## src/logic/dma_chan_pkg.sv

```systemverilog
// Purpose: Shared constants for the endpoint DMA channel block
// Assumes: AHB-Lite register access, 32-bit data, one clock
// Notes:   All offsets are byte addresses of aligned words

package dma_chan_pkg;

  // ==========================================================
  // Sizes
  localparam int NUM_CH   = 8;
  localparam int CH_W     = 3;
  localparam int COUNT_W  = 16;
  localparam int BUF_DEPTH = 2;

  // ==========================================================
  // Register byte offsets
  localparam logic [7:0] OFF_INT_STATUS = 8'h00;
  localparam logic [7:0] OFF_NUM_CHAN   = 8'h04;
  localparam logic [7:0] OFF_CHAN_SEL   = 8'h08;
  localparam logic [7:0] OFF_CHAN_CTRL  = 8'h0c;
  localparam logic [7:0] OFF_CHAN_COUNT = 8'h10;
  localparam logic [7:0] OFF_CHAN_STAT  = 8'h14;

  // ==========================================================
  // Field positions
  localparam int CTRL_EN_BIT  = 0;
  localparam int CTRL_IE_BIT  = 1;
  localparam int CTRL_MP_BIT  = 2;
  localparam int STAT_ERR_BIT = 0;

  // ==========================================================
  // Reset values
  localparam logic [NUM_CH-1:0]  RST_FLAGS = 8'h00;
  localparam logic [COUNT_W-1:0] RST_COUNT = 16'h0000;
  localparam logic [CH_W-1:0]    RST_SEL   = 3'h0;
  localparam logic [31:0]        RST_RDATA = 32'h0000_0000;

  // ==========================================================
  // Bus read sequencing
  typedef enum logic [1:0] {
    ST_IDLE    = 2'b00,
    ST_RD_WAIT = 2'b01
  } bus_state_t;

endpackage

```

## src/logic/dma_chan_ctrl.sv

```systemverilog
// Purpose: Channel control, count and status for an endpoint DMA engine
// Assumes: AHB-Lite slave, one hclk domain, stream sources on hclk
// Notes:   Reads take one wait state; writes take none
//
// Notes on behaviour
// - Software reads back each channel's byte count
// - Software writes byte count to move
// - Channels chosen by zero-based index
// - Enable lets selected channel run its transfer
// - Disable one channel, others untouched
// - Per-channel interrupt enable allows interrupts
// - Clearing enable blocks only that channel
// - One status word, one bit per channel
// - Reading status word clears pending bits
// - Enabled channel's bit shows raised interrupt
// - Per-channel status, error flag while pending
// - Written status bits are cleared
// - Readable field gives number of channels
// - Channel count zero when controller absent
// - Multi-packet waits full packet; short raises event
//
// The AHB-Lite register port and the register offsets were left to the implementer.

`timescale 1ns/10ps

module dma_chan_ctrl
  import dma_chan_pkg::*;
#(
  parameter bit DMA_PRESENT = 1'b1
) (
  input  wire logic                        hclk,
  input  wire logic                        hresetn,
  input  wire logic                        hsel,
  input  wire logic [31:0]                 haddr,
  input  wire logic [1:0]                  htrans,
  input  wire logic                        hwrite,
  input  wire logic [2:0]                  hsize,
  input  wire logic [31:0]                 hwdata,
  input  wire logic                        hready,
  output logic                             hreadyout,
  output logic                             hresp,
  output logic [31:0]                      hrdata,
  input  wire logic                        ep_valid,
  output logic                             ep_ready,
  input  wire logic [7:0]                  ep_data,
  input  wire logic [dma_chan_pkg::CH_W-1:0]   ep_chan,
  input  wire logic [dma_chan_pkg::NUM_CH-1:0] ep_pkt_full,
  input  wire logic                        ep_short_pkt,
  output logic                             short_pkt_event,
  output logic                             mem_valid,
  input  wire logic                        mem_ready,
  output logic [7:0]                       mem_data,
  output logic [dma_chan_pkg::CH_W-1:0]    mem_chan,
  input  wire logic                        mem_err,
  input  wire logic [dma_chan_pkg::CH_W-1:0]   mem_err_chan,
  output logic [dma_chan_pkg::NUM_CH-1:0]  chan_active
);
  import dma_chan_pkg::*;

  // ==========================================================
  // Helpers
  function automatic logic hit(input logic [7:0] a, input logic [7:0] off);
    hit = (a == off);
  endfunction

  // ==========================================================
  // Bus front end
  bus_state_t        st_q, st_d;
  logic              wr_q, wr_d;
  logic [7:0]        addr_q, addr_d;
  logic [31:0]       rdata_q, rdata_d;
  logic              req;
  logic              rd_req;
  logic              wr_now;
  logic              rd_now;

  assign req       = hsel && htrans[1] && hready;
  assign rd_req    = req && !hwrite;
  assign wr_now    = wr_q;
  assign rd_now    = (st_q == ST_RD_WAIT);
  assign hreadyout = (st_q != ST_RD_WAIT);
  assign hresp     = 1'b0;
  assign hrdata    = rdata_q;

  // ==========================================================
  // Channel state
  logic [CH_W-1:0]    sel_q, sel_d;
  logic [NUM_CH-1:0]  en_q, en_d;
  logic [NUM_CH-1:0]  ie_q, ie_d;
  logic [NUM_CH-1:0]  mp_q, mp_d;
  logic [NUM_CH-1:0]  err_q, err_d;
  logic [NUM_CH-1:0]  ist_q, ist_d;
  logic [COUNT_W-1:0] cnt_q [NUM_CH];
  logic [COUNT_W-1:0] cnt_d [NUM_CH];
  logic               short_q, short_d;
  logic [NUM_CH-1:0]  go;
  logic               buf_in_ready;
  logic               accept;
  logic [NUM_CH-1:0]  done;

  // Channel runs only with count left and, in multi-packet mode,
  // only once a whole packet sits in its endpoint FIFO
  always_comb begin
    for (int i = 0; i < NUM_CH; i++) begin
      go[i] = en_q[i] && (cnt_q[i] != RST_COUNT)
              && (!mp_q[i] || ep_pkt_full[i]);
    end
  end

  assign accept      = ep_valid && ep_ready;
  assign ep_ready    = buf_in_ready && go[ep_chan];
  assign chan_active = go;
  assign short_pkt_event = short_q;

  always_comb begin
    st_d    = st_q;
    wr_d    = 1'b0;
    addr_d  = addr_q;
    rdata_d = rdata_q;
    if (req) begin
      addr_d = haddr[7:0];
      wr_d   = hwrite;
    end
    case (st_q)
      ST_IDLE: begin
        if (rd_req) begin
          st_d = ST_RD_WAIT;
        end
      end
      ST_RD_WAIT: begin
        st_d    = ST_IDLE;
        rdata_d = RST_RDATA;
        if (hit(addr_q, OFF_INT_STATUS)) begin
          rdata_d[NUM_CH-1:0] = ist_q;
        end else if (hit(addr_q, OFF_NUM_CHAN)) begin
          rdata_d = DMA_PRESENT ? 32'(NUM_CH) : 32'h0;
        end else if (hit(addr_q, OFF_CHAN_SEL)) begin
          rdata_d[CH_W-1:0] = sel_q;
        end else if (hit(addr_q, OFF_CHAN_CTRL)) begin
          rdata_d[CTRL_EN_BIT] = en_q[sel_q];
          rdata_d[CTRL_IE_BIT] = ie_q[sel_q];
          rdata_d[CTRL_MP_BIT] = mp_q[sel_q];
        end else if (hit(addr_q, OFF_CHAN_COUNT)) begin
          rdata_d[COUNT_W-1:0] = cnt_q[sel_q];
        end else if (hit(addr_q, OFF_CHAN_STAT)) begin
          rdata_d[STAT_ERR_BIT] = err_q[sel_q];
        end
      end
      default: begin
        st_d = ST_IDLE;
      end
    endcase
  end

  always_ff @(posedge hclk or negedge hresetn) begin
    if (!hresetn) begin
      st_q    <= ST_IDLE;
      wr_q    <= 1'b0;
      addr_q  <= 8'h00;
      rdata_q <= RST_RDATA;
    end else begin
      st_q    <= st_d;
      wr_q    <= wr_d;
      addr_q  <= addr_d;
      rdata_q <= rdata_d;
    end
  end

  // ==========================================================
  // Channel registers
  // Hardware sets win over software clears in the same cycle,
  // so no completion or error is lost to a racing clear
  always_comb begin
    sel_d   = sel_q;
    en_d    = en_q;
    ie_d    = ie_q;
    mp_d    = mp_q;
    err_d   = err_q;
    ist_d   = ist_q;
    short_d = ep_short_pkt;
    done    = '0;
    for (int i = 0; i < NUM_CH; i++) begin
      cnt_d[i] = cnt_q[i];
    end
    if (wr_now && hit(addr_q, OFF_CHAN_SEL)) begin
      sel_d = hwdata[CH_W-1:0];
    end
    if (rd_now && hit(addr_q, OFF_INT_STATUS)) begin
      ist_d = '0;
    end
    for (int i = 0; i < NUM_CH; i++) begin
      if (accept && (ep_chan == CH_W'(i))) begin
        cnt_d[i] = cnt_q[i] - COUNT_W'(1);
        if (cnt_q[i] == COUNT_W'(1)) begin
          done[i] = 1'b1;
          en_d[i] = 1'b0;
        end
      end
      if (wr_now && (sel_q == CH_W'(i))) begin
        if (hit(addr_q, OFF_CHAN_CTRL)) begin
          en_d[i] = hwdata[CTRL_EN_BIT];
          ie_d[i] = hwdata[CTRL_IE_BIT];
          mp_d[i] = hwdata[CTRL_MP_BIT];
        end
        if (hit(addr_q, OFF_CHAN_COUNT)) begin
          cnt_d[i] = hwdata[COUNT_W-1:0];
        end
        if (hit(addr_q, OFF_CHAN_STAT) && hwdata[STAT_ERR_BIT]) begin
          err_d[i] = 1'b0;
        end
      end
      if (mem_err && (mem_err_chan == CH_W'(i))) begin
        err_d[i] = 1'b1;
      end
      if (done[i] && ie_q[i]) begin
        ist_d[i] = 1'b1;
      end
    end
  end

  always_ff @(posedge hclk or negedge hresetn) begin
    if (!hresetn) begin
      sel_q   <= RST_SEL;
      en_q    <= RST_FLAGS;
      ie_q    <= RST_FLAGS;
      mp_q    <= RST_FLAGS;
      err_q   <= RST_FLAGS;
      ist_q   <= RST_FLAGS;
      short_q <= 1'b0;
      for (int i = 0; i < NUM_CH; i++) begin
        cnt_q[i] <= RST_COUNT;
      end
    end else begin
      sel_q   <= sel_d;
      en_q    <= en_d;
      ie_q    <= ie_d;
      mp_q    <= mp_d;
      err_q   <= err_d;
      ist_q   <= ist_d;
      short_q <= short_d;
      for (int i = 0; i < NUM_CH; i++) begin
        cnt_q[i] <= cnt_d[i];
      end
    end
  end

  // ==========================================================
  // Two-entry buffer toward memory
  // Holds two bytes so a memory stall never drops an accepted byte
  logic [7:0]      bdat_q [BUF_DEPTH];
  logic [7:0]      bdat_d [BUF_DEPTH];
  logic [CH_W-1:0] bch_q  [BUF_DEPTH];
  logic [CH_W-1:0] bch_d  [BUF_DEPTH];
  logic            wp_q, wp_d;
  logic            rp_q, rp_d;
  logic [1:0]      bcnt_q, bcnt_d;
  logic            pop;

  assign buf_in_ready = (bcnt_q != 2'(BUF_DEPTH));
  assign mem_valid    = (bcnt_q != 2'd0);
  assign mem_data     = bdat_q[rp_q];
  assign mem_chan     = bch_q[rp_q];
  assign pop          = mem_valid && mem_ready;

  always_comb begin
    wp_d   = wp_q;
    rp_d   = rp_q;
    bcnt_d = bcnt_q;
    for (int i = 0; i < BUF_DEPTH; i++) begin
      bdat_d[i] = bdat_q[i];
      bch_d[i]  = bch_q[i];
    end
    if (accept) begin
      bdat_d[wp_q] = ep_data;
      bch_d[wp_q]  = ep_chan;
      wp_d         = !wp_q;
    end
    if (pop) begin
      rp_d = !rp_q;
    end
    case ({accept, pop})
      2'b10:   bcnt_d = bcnt_q + 2'd1;
      2'b01:   bcnt_d = bcnt_q - 2'd1;
      default: bcnt_d = bcnt_q;
    endcase
  end

  always_ff @(posedge hclk or negedge hresetn) begin
    if (!hresetn) begin
      wp_q   <= 1'b0;
      rp_q   <= 1'b0;
      bcnt_q <= 2'd0;
      for (int i = 0; i < BUF_DEPTH; i++) begin
        bdat_q[i] <= 8'h00;
        bch_q[i]  <= RST_SEL;
      end
    end else begin
      wp_q   <= wp_d;
      rp_q   <= rp_d;
      bcnt_q <= bcnt_d;
      for (int i = 0; i < BUF_DEPTH; i++) begin
        bdat_q[i] <= bdat_d[i];
        bch_q[i]  <= bch_d[i];
      end
    end
  end
endmodule // dma_chan_ctrl

```

## config.mk

```make
export PLATFORM = sky130hd
export DESIGN_NAME = dma_chan_ctrl
export DESIGN_NICKNAME = d
export VERILOG_FILES = /design/src/logic/dma_chan_pkg.sv /design/src/logic/dma_chan_ctrl.sv
export SDC_FILE = /design/constraint.sdc
export NUM_CORES = 1
export LEC_CHECK = 0
export ABC_CLOCK_PERIOD_IN_PS = 4600
export BUFFER_PORTS_ARGS = -buffer_cell sky130_fd_sc_hd__buf_2
export CORE_MARGIN = 4
export CORE_UTILIZATION = 40
export DETAILED_ROUTE_END_ITERATION = 8
export PLACE_DENSITY = 0.57
export SYNTH_ARGS = -nofsm -noshare
export SYNTH_HDL_FRONTEND = slang
export SYNTH_SLANG_ARGS = --single-unit
```

## constraint.sdc

```tcl
create_clock -name hclk -period 4.6 [get_ports hclk]
set_clock_uncertainty 0.2 [all_clocks]
set_input_delay 0.92 -clock hclk [delete_from_list [all_inputs] [get_ports hclk]]
set_output_delay 0.92 -clock hclk [all_outputs]
set_load 0.03 [all_outputs]
```

==> results of run 1 <==
state kept, by name, summed over array words and instances (netlist names):
name             cells
wp_q                 1
wr_now               1
rp_q                 1
hrdata              16
cnt_q              128
en_q                 8
sel_q                3
addr_q               8
bcnt_q               2
bch_q                6
ie_q                 8
ist_q                8
st_q                 1
short_pkt_event      1
mp_q                 8
err_q                8
bdat_q              16
kinds of logic after synthesis:
group | count (synthesis) | synth area share [%]
buffers and inverters | 129 | 4.384
DFF | 224 | 42.98
AOI/OAI and AO/OA | 245 | 11.11
xor gates and xnor gates | 119 | 7.992
adders and majority gates | 17 | 1.631
other | 1 | 0.02875
muxes | 110 | 12.88
and+or+nand+nor | 494 | 19.00
area by class of cell:
| class | count | area [um^2] | area share, % |
|---|---|---|---|
| sequential | 224 | 5608 | 37.74 |
| multi-input combinational | 1002 | 6924 | 46.59 |
| clock buffer | 37 | 773.2 | 5.203 |
| clock inverter | 13 | 157.7 | 1.061 |
| tap | 435 | 544.3 | 3.663 |
| inverter | 40 | 150.1 | 1.010 |
| timing repair buffer | 121 | 695.7 | 4.681 |
| antenna | 3 | 7.507 | 0.05052 |
cell usage after synthesis, types with 7 or more instances:
| library cell | count | area, um^2 |
|---|---|---|
| a21oi_1 | 118 | 590.6 |
| a22o_1 | 8 | 70.07 |
| a31oi_1 | 7 | 43.79 |
| buf_1 | 12 | 45.04 |
| buf_4 | 18 | 135.1 |
| clkbuf_1 | 43 | 161.4 |
| clkbuf_2 | 12 | 60.06 |
| dfrtp_1 | 224 | 5605 |
| ha_1 | 17 | 212.7 |
| inv_1 | 40 | 150.1 |
| mux2_2 | 49 | 551.8 |
| mux2i_1 | 17 | 170.2 |
| mux4_2 | 41 | 923.4 |
| nand2_1 | 96 | 360.4 |
| nand2b_1 | 10 | 62.56 |
| nand3_1 | 19 | 95.09 |
| nand4_1 | 14 | 87.58 |
| nor2_1 | 182 | 683.2 |
| nor2b_1 | 12 | 75.07 |
| nor3_1 | 42 | 210.2 |
| nor4_1 | 33 | 206.5 |
| o21ai_0 | 63 | 315.3 |
| o31ai_1 | 11 | 82.58 |
| or3_1 | 16 | 100.1 |
| or4_1 | 15 | 112.6 |
| xnor2_1 | 75 | 656.9 |
| xor2_1 | 44 | 385.4 |
cells in the final DEF (no fill, tap or decap), types with 19 or more instances in the layout:
master	n
dfrtp_1	222
nor2_1	182
a21oi_1	118
nand2_1	96
buf_2	93
xnor2_1	75
o21ai_0	63
mux2_2	49
xor2_1	44
nor3_1	42
mux4_2	41
inv_1	40
nor4_1	33
clkbuf_16	27
buf_4	26
nand3_1	19
path summary, 6_finish.rpt:
path,end,slack [ps],cells past startpoint
worst min-delay path,cnt_q[120]$_DFF_PN0_,100,1
min in group hclk,hrdata[9]$_DFFE_PN0P_,270,2
worst max-delay path,ep_ready,250,8
worst max register to register,bdat_q[5]$_DFFE_PN0P_,820,10
worst min register to register,hrdata[9]$_DFFE_PN0P_,270,2
max in group asynchronous,cnt_q[66]$_DFF_PN0_,3080,2
power by group through the flow:
| stage | clock, mW | sequential (mW) | combinational, mW |
|---|---|---|---|
| floorplan | 0 | 2.54 | 1.08 |
| global placement | 0 | 2.66 | 1.40 |
| detailed placement | 0 | 2.67 | 1.42 |
| CTS | 2.29 | 2.64 | 1.43 |
| global route | 2.37 | 2.69 | 1.55 |
| finish | 2.23 | 2.64 | 1.42 |
worst register-to-register path, stage by stage, from the launching register on:
cell and delay [ps]:
dfrtp_1 430, inv_1 100, ha_1 230, or3b_2 490, nor4_1 360, a21o_2 270, inv_1 120, o221ai_2 470
nor2_2 230, o21ai_4 400, mux2_2 380
per-layer routing:
metal	wire length [um]	vias up
met5	0	-
met4	1010	0
met3	2920	65
met2	17330	358
met1	17430	5199
li1	-	4898
per-stage QoR:
stage                     cell area [um^2]  power, mW  setup WS, ps  hold WS [ps]  cells
after floorplan                      13100      3.621          1054         249.8   1355
after global placement               13920      4.063         811.9         264.5   1822
after detailed placement             13920      4.094         826.0         264.8   1822
after CTS                            14850      6.354         240.5         142.5   1872
after global routing                 14860      6.607         126.6         157.9   1874
final                                14860      6.294         246.7         102.1   1875
==> results.sh, run 1 <==
export IMPL_setup_viol=0
export IMPL_cts_buffers=27
export IMPL_antenna_left=0
export IMPL_layout_drive_gt1_share_pct=19.76
export IMPL_busiest_layer="met2"
export IMPL_syn_inst=1339
export IMPL_root_buffer="clkbuf_16"
export IMPL_antenna_found_initial=2
export IMPL_grt_pass1_wl_um=60910
export IMPL_drtIter0Drc=869
export IMPL_grtUsageMet1_pct=31.64
export IMPL_grt_use_met2_pct=33.44
export IMPL_synth_area_um2=13040
export IMPL_clkPwrFrac_pct=35.5
export IMPL_async_flop_share_pct=100.0
export IMPL_synth_top_flop_cell="dfrtp_1"
export IMPL_path_clk_slew_ps=60
export IMPL_seqPwrFrac_pct=42.0
export IMPL_grt_max_degree=85
export IMPL_ys_ff_latch=224
export IMPL_drv_cap=0
export IMPL_cp_end_kind="output pin"
export IMPL_dieArea_um2=35560
export IMPL_grt_ovfl_total=0
export IMPL_cts_hold_fix_buffers=0
export IMPL_slew_headroom_pct=32.68
export IMPL_area_growth_syn_to_layout_pct=13.95
export IMPL_fillers=3054
export IMPL_max_freq_ghz=0.2297
export IMPL_ir_worst_vdd_v=0.0002721
export IMPL_seq_area_frac_synth_pct=42.98
export IMPL_die_w_um=188.6
export IMPL_hold_class="in2async"
export IMPL_cp_slowest_cell="or4_1"
export IMPL_netlist_cell_type_count=70
export IMPL_ios=156
export IMPL_clk_path_buf_depth=3
export IMPL_p_sw_share_pct=32.28
export IMPL_cp_data_required_time_ps=3480
export IMPL_cts_tree="yes"
export IMPL_grt_util_met3_pct=4.076
export IMPL_htree_levels=1
export IMPL_period_share_pct=94.64
export IMPL_wl_um=38690
export IMPL_startpoint_type="flip-flop"
export IMPL_gp_congestion=0.9047
export IMPL_yosysWarnings=0
export IMPL_p_sw_mw=2.032
export IMPL_p_comb_share_pct=22.6
export IMPL_fin_tns_setup_ps=0
export IMPL_p_int_mw=4.262
export IMPL_dr_total_vias=10520
export IMPL_period_needed_ps=4353
export IMPL_synth_avg_cell_area_um2=9.740
export IMPL_path_class="reg2out"
export IMPL_drcViolationCount=0
export IMPL_fp_coreArea_um2=31880
export IMPL_crit_fanout=8
export IMPL_die_y_um=188.6
export IMPL_clock_latency_ps=550
export IMPL_dp_hpwl_um=28880
export IMPL_hold_violations=0
export IMPL_rows=65
export IMPL_nets=1533
export IMPL_cts_setup_buffers=0
export IMPL_viasPerCell=5.611
export IMPL_cp_num_buf_inv=1
export IMPL_critPathLaunch="cnt_q[86]$_DFF_PN0_"
export IMPL_power_leakage_nw=6.066
export IMPL_portBuffers=94
export IMPL_crit_family="simple AND/OR/NAND/NOR gates"
export IMPL_grt_setup_unrepaired="false"
export IMPL_initial_core_util_pct=40.91
export IMPL_tightest_slew_ps=1007
export IMPL_crit_reg2reg_launch="cnt_q[32]$_DFF_PN0_"
export IMPL_final_max_slew_viol_count=0
export IMPL_power_density_nw_per_um2=423.5
export IMPL_grt_pass1_vias=10290
export IMPL_cts_resized=0
export IMPL_grtUsageTotal_pct=21.63
export IMPL_cp_arrival_ps=3230
export IMPL_clock_sinks=224
export IMPL_synth_edf_count=0
export IMPL_outcome="finished clean"
export IMPL_wire_per_inst_um=20.63
export IMPL_cp_cell_sequence="or3_4 -> or4_1 -> o211a_1 -> o32ai_2 -> nor3_1 -> a31oi_1 -> nor2_1 -> buf_2"
export IMPL_slowest_delay_ps=670
export IMPL_drtPass1Iterations=5
export IMPL_final_core_util_pct=46.61
Note: power is estimated with default switching activity, not from simulation.
==> inputs of run 2 (changes only) <==
- RECOVER_POWER: unset -> 100
==> run 2 against run 1 <==
  * The flow now finishes with violations (max-capacitance violations, max-slew violations)
  * Die area unchanged
  * Global-route usage unchanged
  * First-iteration DRC count decreased by 3.5%
  * Fmax decreased by 0.57%
  * Clock-buffer cell count unchanged
  * Clock power about the same
  * Critical path type unchanged
  * Critical endpoint unchanged
  * Highest routed layer unchanged
==> results.sh, run 2 (synthesized netlist as in run 1, its figures left out) <==
export IMPL_ir_worst_vdd_v=0.0002582
export IMPL_cp_cell_sequence="or3_4 -> or4_1 -> o211a_1 -> o32ai_2 -> nor3_1 -> a31oi_1 -> nor2_1 -> clkbuf_2"
export IMPL_cts_resized=0
export IMPL_grt_ovfl_total=0
export IMPL_wl_met3_um=2738
export IMPL_path_class="reg2out"
export IMPL_wirelength_met1_um=17570
export IMPL_cts_hold_fix_buffers=0
export IMPL_slowest_delay_ps=670
export IMPL_period_needed_ps=4378
export IMPL_rows=65
export IMPL_clock_latency_ps=550
export IMPL_layout_drive_gt1_share_pct=16.28
export IMPL_dp_hpwl_um=28880
export IMPL_grt_max_degree=85
export IMPL_grtUsageTotal_pct=21.63
export IMPL_violations="max-capacitance violations, max-slew violations"
export IMPL_htree_levels=1
export IMPL_drv_cap=4
export IMPL_period_share_pct=95.18
export IMPL_cp_arrival_ps=3260
export IMPL_clk_path_buf_depth=3
export IMPL_fin_tns_setup_ps=0
export IMPL_fp_coreArea_um2=31880
export IMPL_hold_violations=0
export IMPL_startpoint_type="flip-flop"
export IMPL_cp_data_required_time_ps=3480
export IMPL_nets=1533
export IMPL_cp_slowest_cell="or4_1"
export IMPL_final_max_slew_viol_count=170
export IMPL_grt_setup_unrepaired="false"
export IMPL_viasPerCell=5.635
export IMPL_antenna_left=0
export IMPL_routed_top_layer="met4"
export IMPL_p_comb_share_pct=22.2
export IMPL_power_density_nw_per_um2=424.6
export IMPL_grt_pass1_vias=10290
export IMPL_hold_class="reg2reg"
export IMPL_path_clk_slew_ps=60
export IMPL_power_leakage_nw=5.919
export IMPL_antenna_found_initial=2
export IMPL_crit_family="simple AND/OR/NAND/NOR gates"
export IMPL_area_growth_syn_to_layout_pct=13.16
export IMPL_die_y_um=188.6
export IMPL_drcViolationCount=0
export IMPL_clkPwrFrac_pct=35.6
export IMPL_cts_setup_buffers=0
export IMPL_cts_tree="yes"
export IMPL_p_sw_share_pct=32.50
export IMPL_max_freq_ghz=0.2284
export IMPL_dieArea_um2=35560
export IMPL_drtPass1Iterations=5
export IMPL_crit_fanout=8
export IMPL_grt_pass1_wl_um=60910
export IMPL_cp_num_buf_inv=1
export IMPL_p_sw_mw=2.037
export IMPL_clock_sinks=224
export IMPL_regMostFlops="cnt_q"
export IMPL_met2_length_um=17470
export IMPL_ios=156
export IMPL_outcome="finished, violations left"
export IMPL_gp_congestion=0.9047
export IMPL_tightest_slew_ps=2037
export IMPL_drtIter0Drc=839
export IMPL_portBuffers=94
export IMPL_cp_end_kind="output pin"
export IMPL_final_common_cell="dfrtp_1"
export IMPL_largest_register_ff_count=128
export IMPL_initial_core_util_pct=40.91
export IMPL_root_buffer="clkbuf_16"
export IMPL_wl_um=38800
export IMPL_final_cell_mix="dfrtp_1 (223), nor2_1 (183), a21oi_1 (118)"
export IMPL_power_mw=6.267
export IMPL_setup_viol=0
export IMPL_cts_buffers=27
export IMPL_slew_headroom_pct=-35.77
export IMPL_seqPwrFrac_pct=42.1
export IMPL_dr_total_vias=10560
export IMPL_wire_per_inst_um=20.70
export IMPL_die_w_um=188.6
export IMPL_p_int_mw=4.230
-- run 2: changes by cell type in the layout (fill, tap and decap cells not counted), sizes merged --
| cell | previous run | this run |
|---|---|---|
| diode | 3 | 2 |
| clkbuf | 37 | 85 |
| buf | 121 | 73 |
-- run 2: path summary, 6_finish.rpt --
check / slack (ps) / start / to / depth (start not counted)
min: 280 / hrdata[9]$_DFFE_PN0P_ / hrdata[9]$_DFFE_PN0P_ / 2
max in group asynchronous: 1610 / hresetn / cnt_q[66]$_DFF_PN0_ / 2
min in group asynchronous: 710 / hresetn / cnt_q[120]$_DFF_PN0_ / 1
max reg2reg: 340 / cnt_q[32]$_DFF_PN0_ / bdat_q[15]$_DFFE_PN0P_ / 11
min reg2reg: 280 / hrdata[9]$_DFFE_PN0P_ / hrdata[9]$_DFFE_PN0P_ / 2
max: 220 / cnt_q[86]$_DFF_PN0_ / ep_ready / 8
-- run 2: final cells by class --
class | count | area, um^2
inverter | 40 | 150.1
tap | 435 | 544.3
timing repair buffer | 121 | 605.6
clock buffer | 37 | 773.2
sequential | 224 | 5607
clock inverter | 13 | 157.7
antenna | 2 | 5.005
multi-input combinational | 1002 | 6915
fill | 3077 | 17120
-- run 2: power groups by stage --
stage / sequential, mW / combinational, mW / clock [mW]
final: 2.64 / 1.39 / 2.23
after global routing: 2.70 / 1.52 / 2.37
after CTS: 2.64 / 1.43 / 2.29
after detailed placement: 2.67 / 1.42 / 0
after global placement: 2.66 / 1.40 / 0
after floorplan: 2.54 / 1.08 / 0
-- run 2: metrics by stage --
| step | util (%) | setup slack (ps) | instances | hold slack, ps | area (um^2) |
|---|---|---|---|---|---|
| 6_report | 46.29 | 221.7 | 1874 | 280.1 | 14760 |
| 5_1_grt | 46.29 | 65.00 | 1874 | 278.4 | 14760 |
| 4_1_cts | 46.59 | 240.5 | 1872 | 142.5 | 14850 |
| 3_5_place_dp | 43.67 | 826.0 | 1822 | 264.8 | 13920 |
| 3_3_place_gp | 43.67 | 811.9 | 1822 | 264.5 | 13920 |
| 2_1_floorplan | - | 1054 | 1355 | 249.8 | 13100 |
-- run 2: worst register-to-register path: stages, from the launching register on --
cell	delay, ps
dfrtp_1	430
inv_1	90
ha_1	230
or3b_2	490
nor4_1	370
a21o_2	270
inv_1	110
o221ai_1	670
nor2_1	410
o21bai_1	230
clkbuf_2	290
mux2_2	370
-- run 2: metal layers --
metal,vias to the layer above,GRT usage (%)
met3,68,4.076
met1,5210,31.64
met2,376,33.44
met5,-,0
met4,0,5.297
li1,4906,-
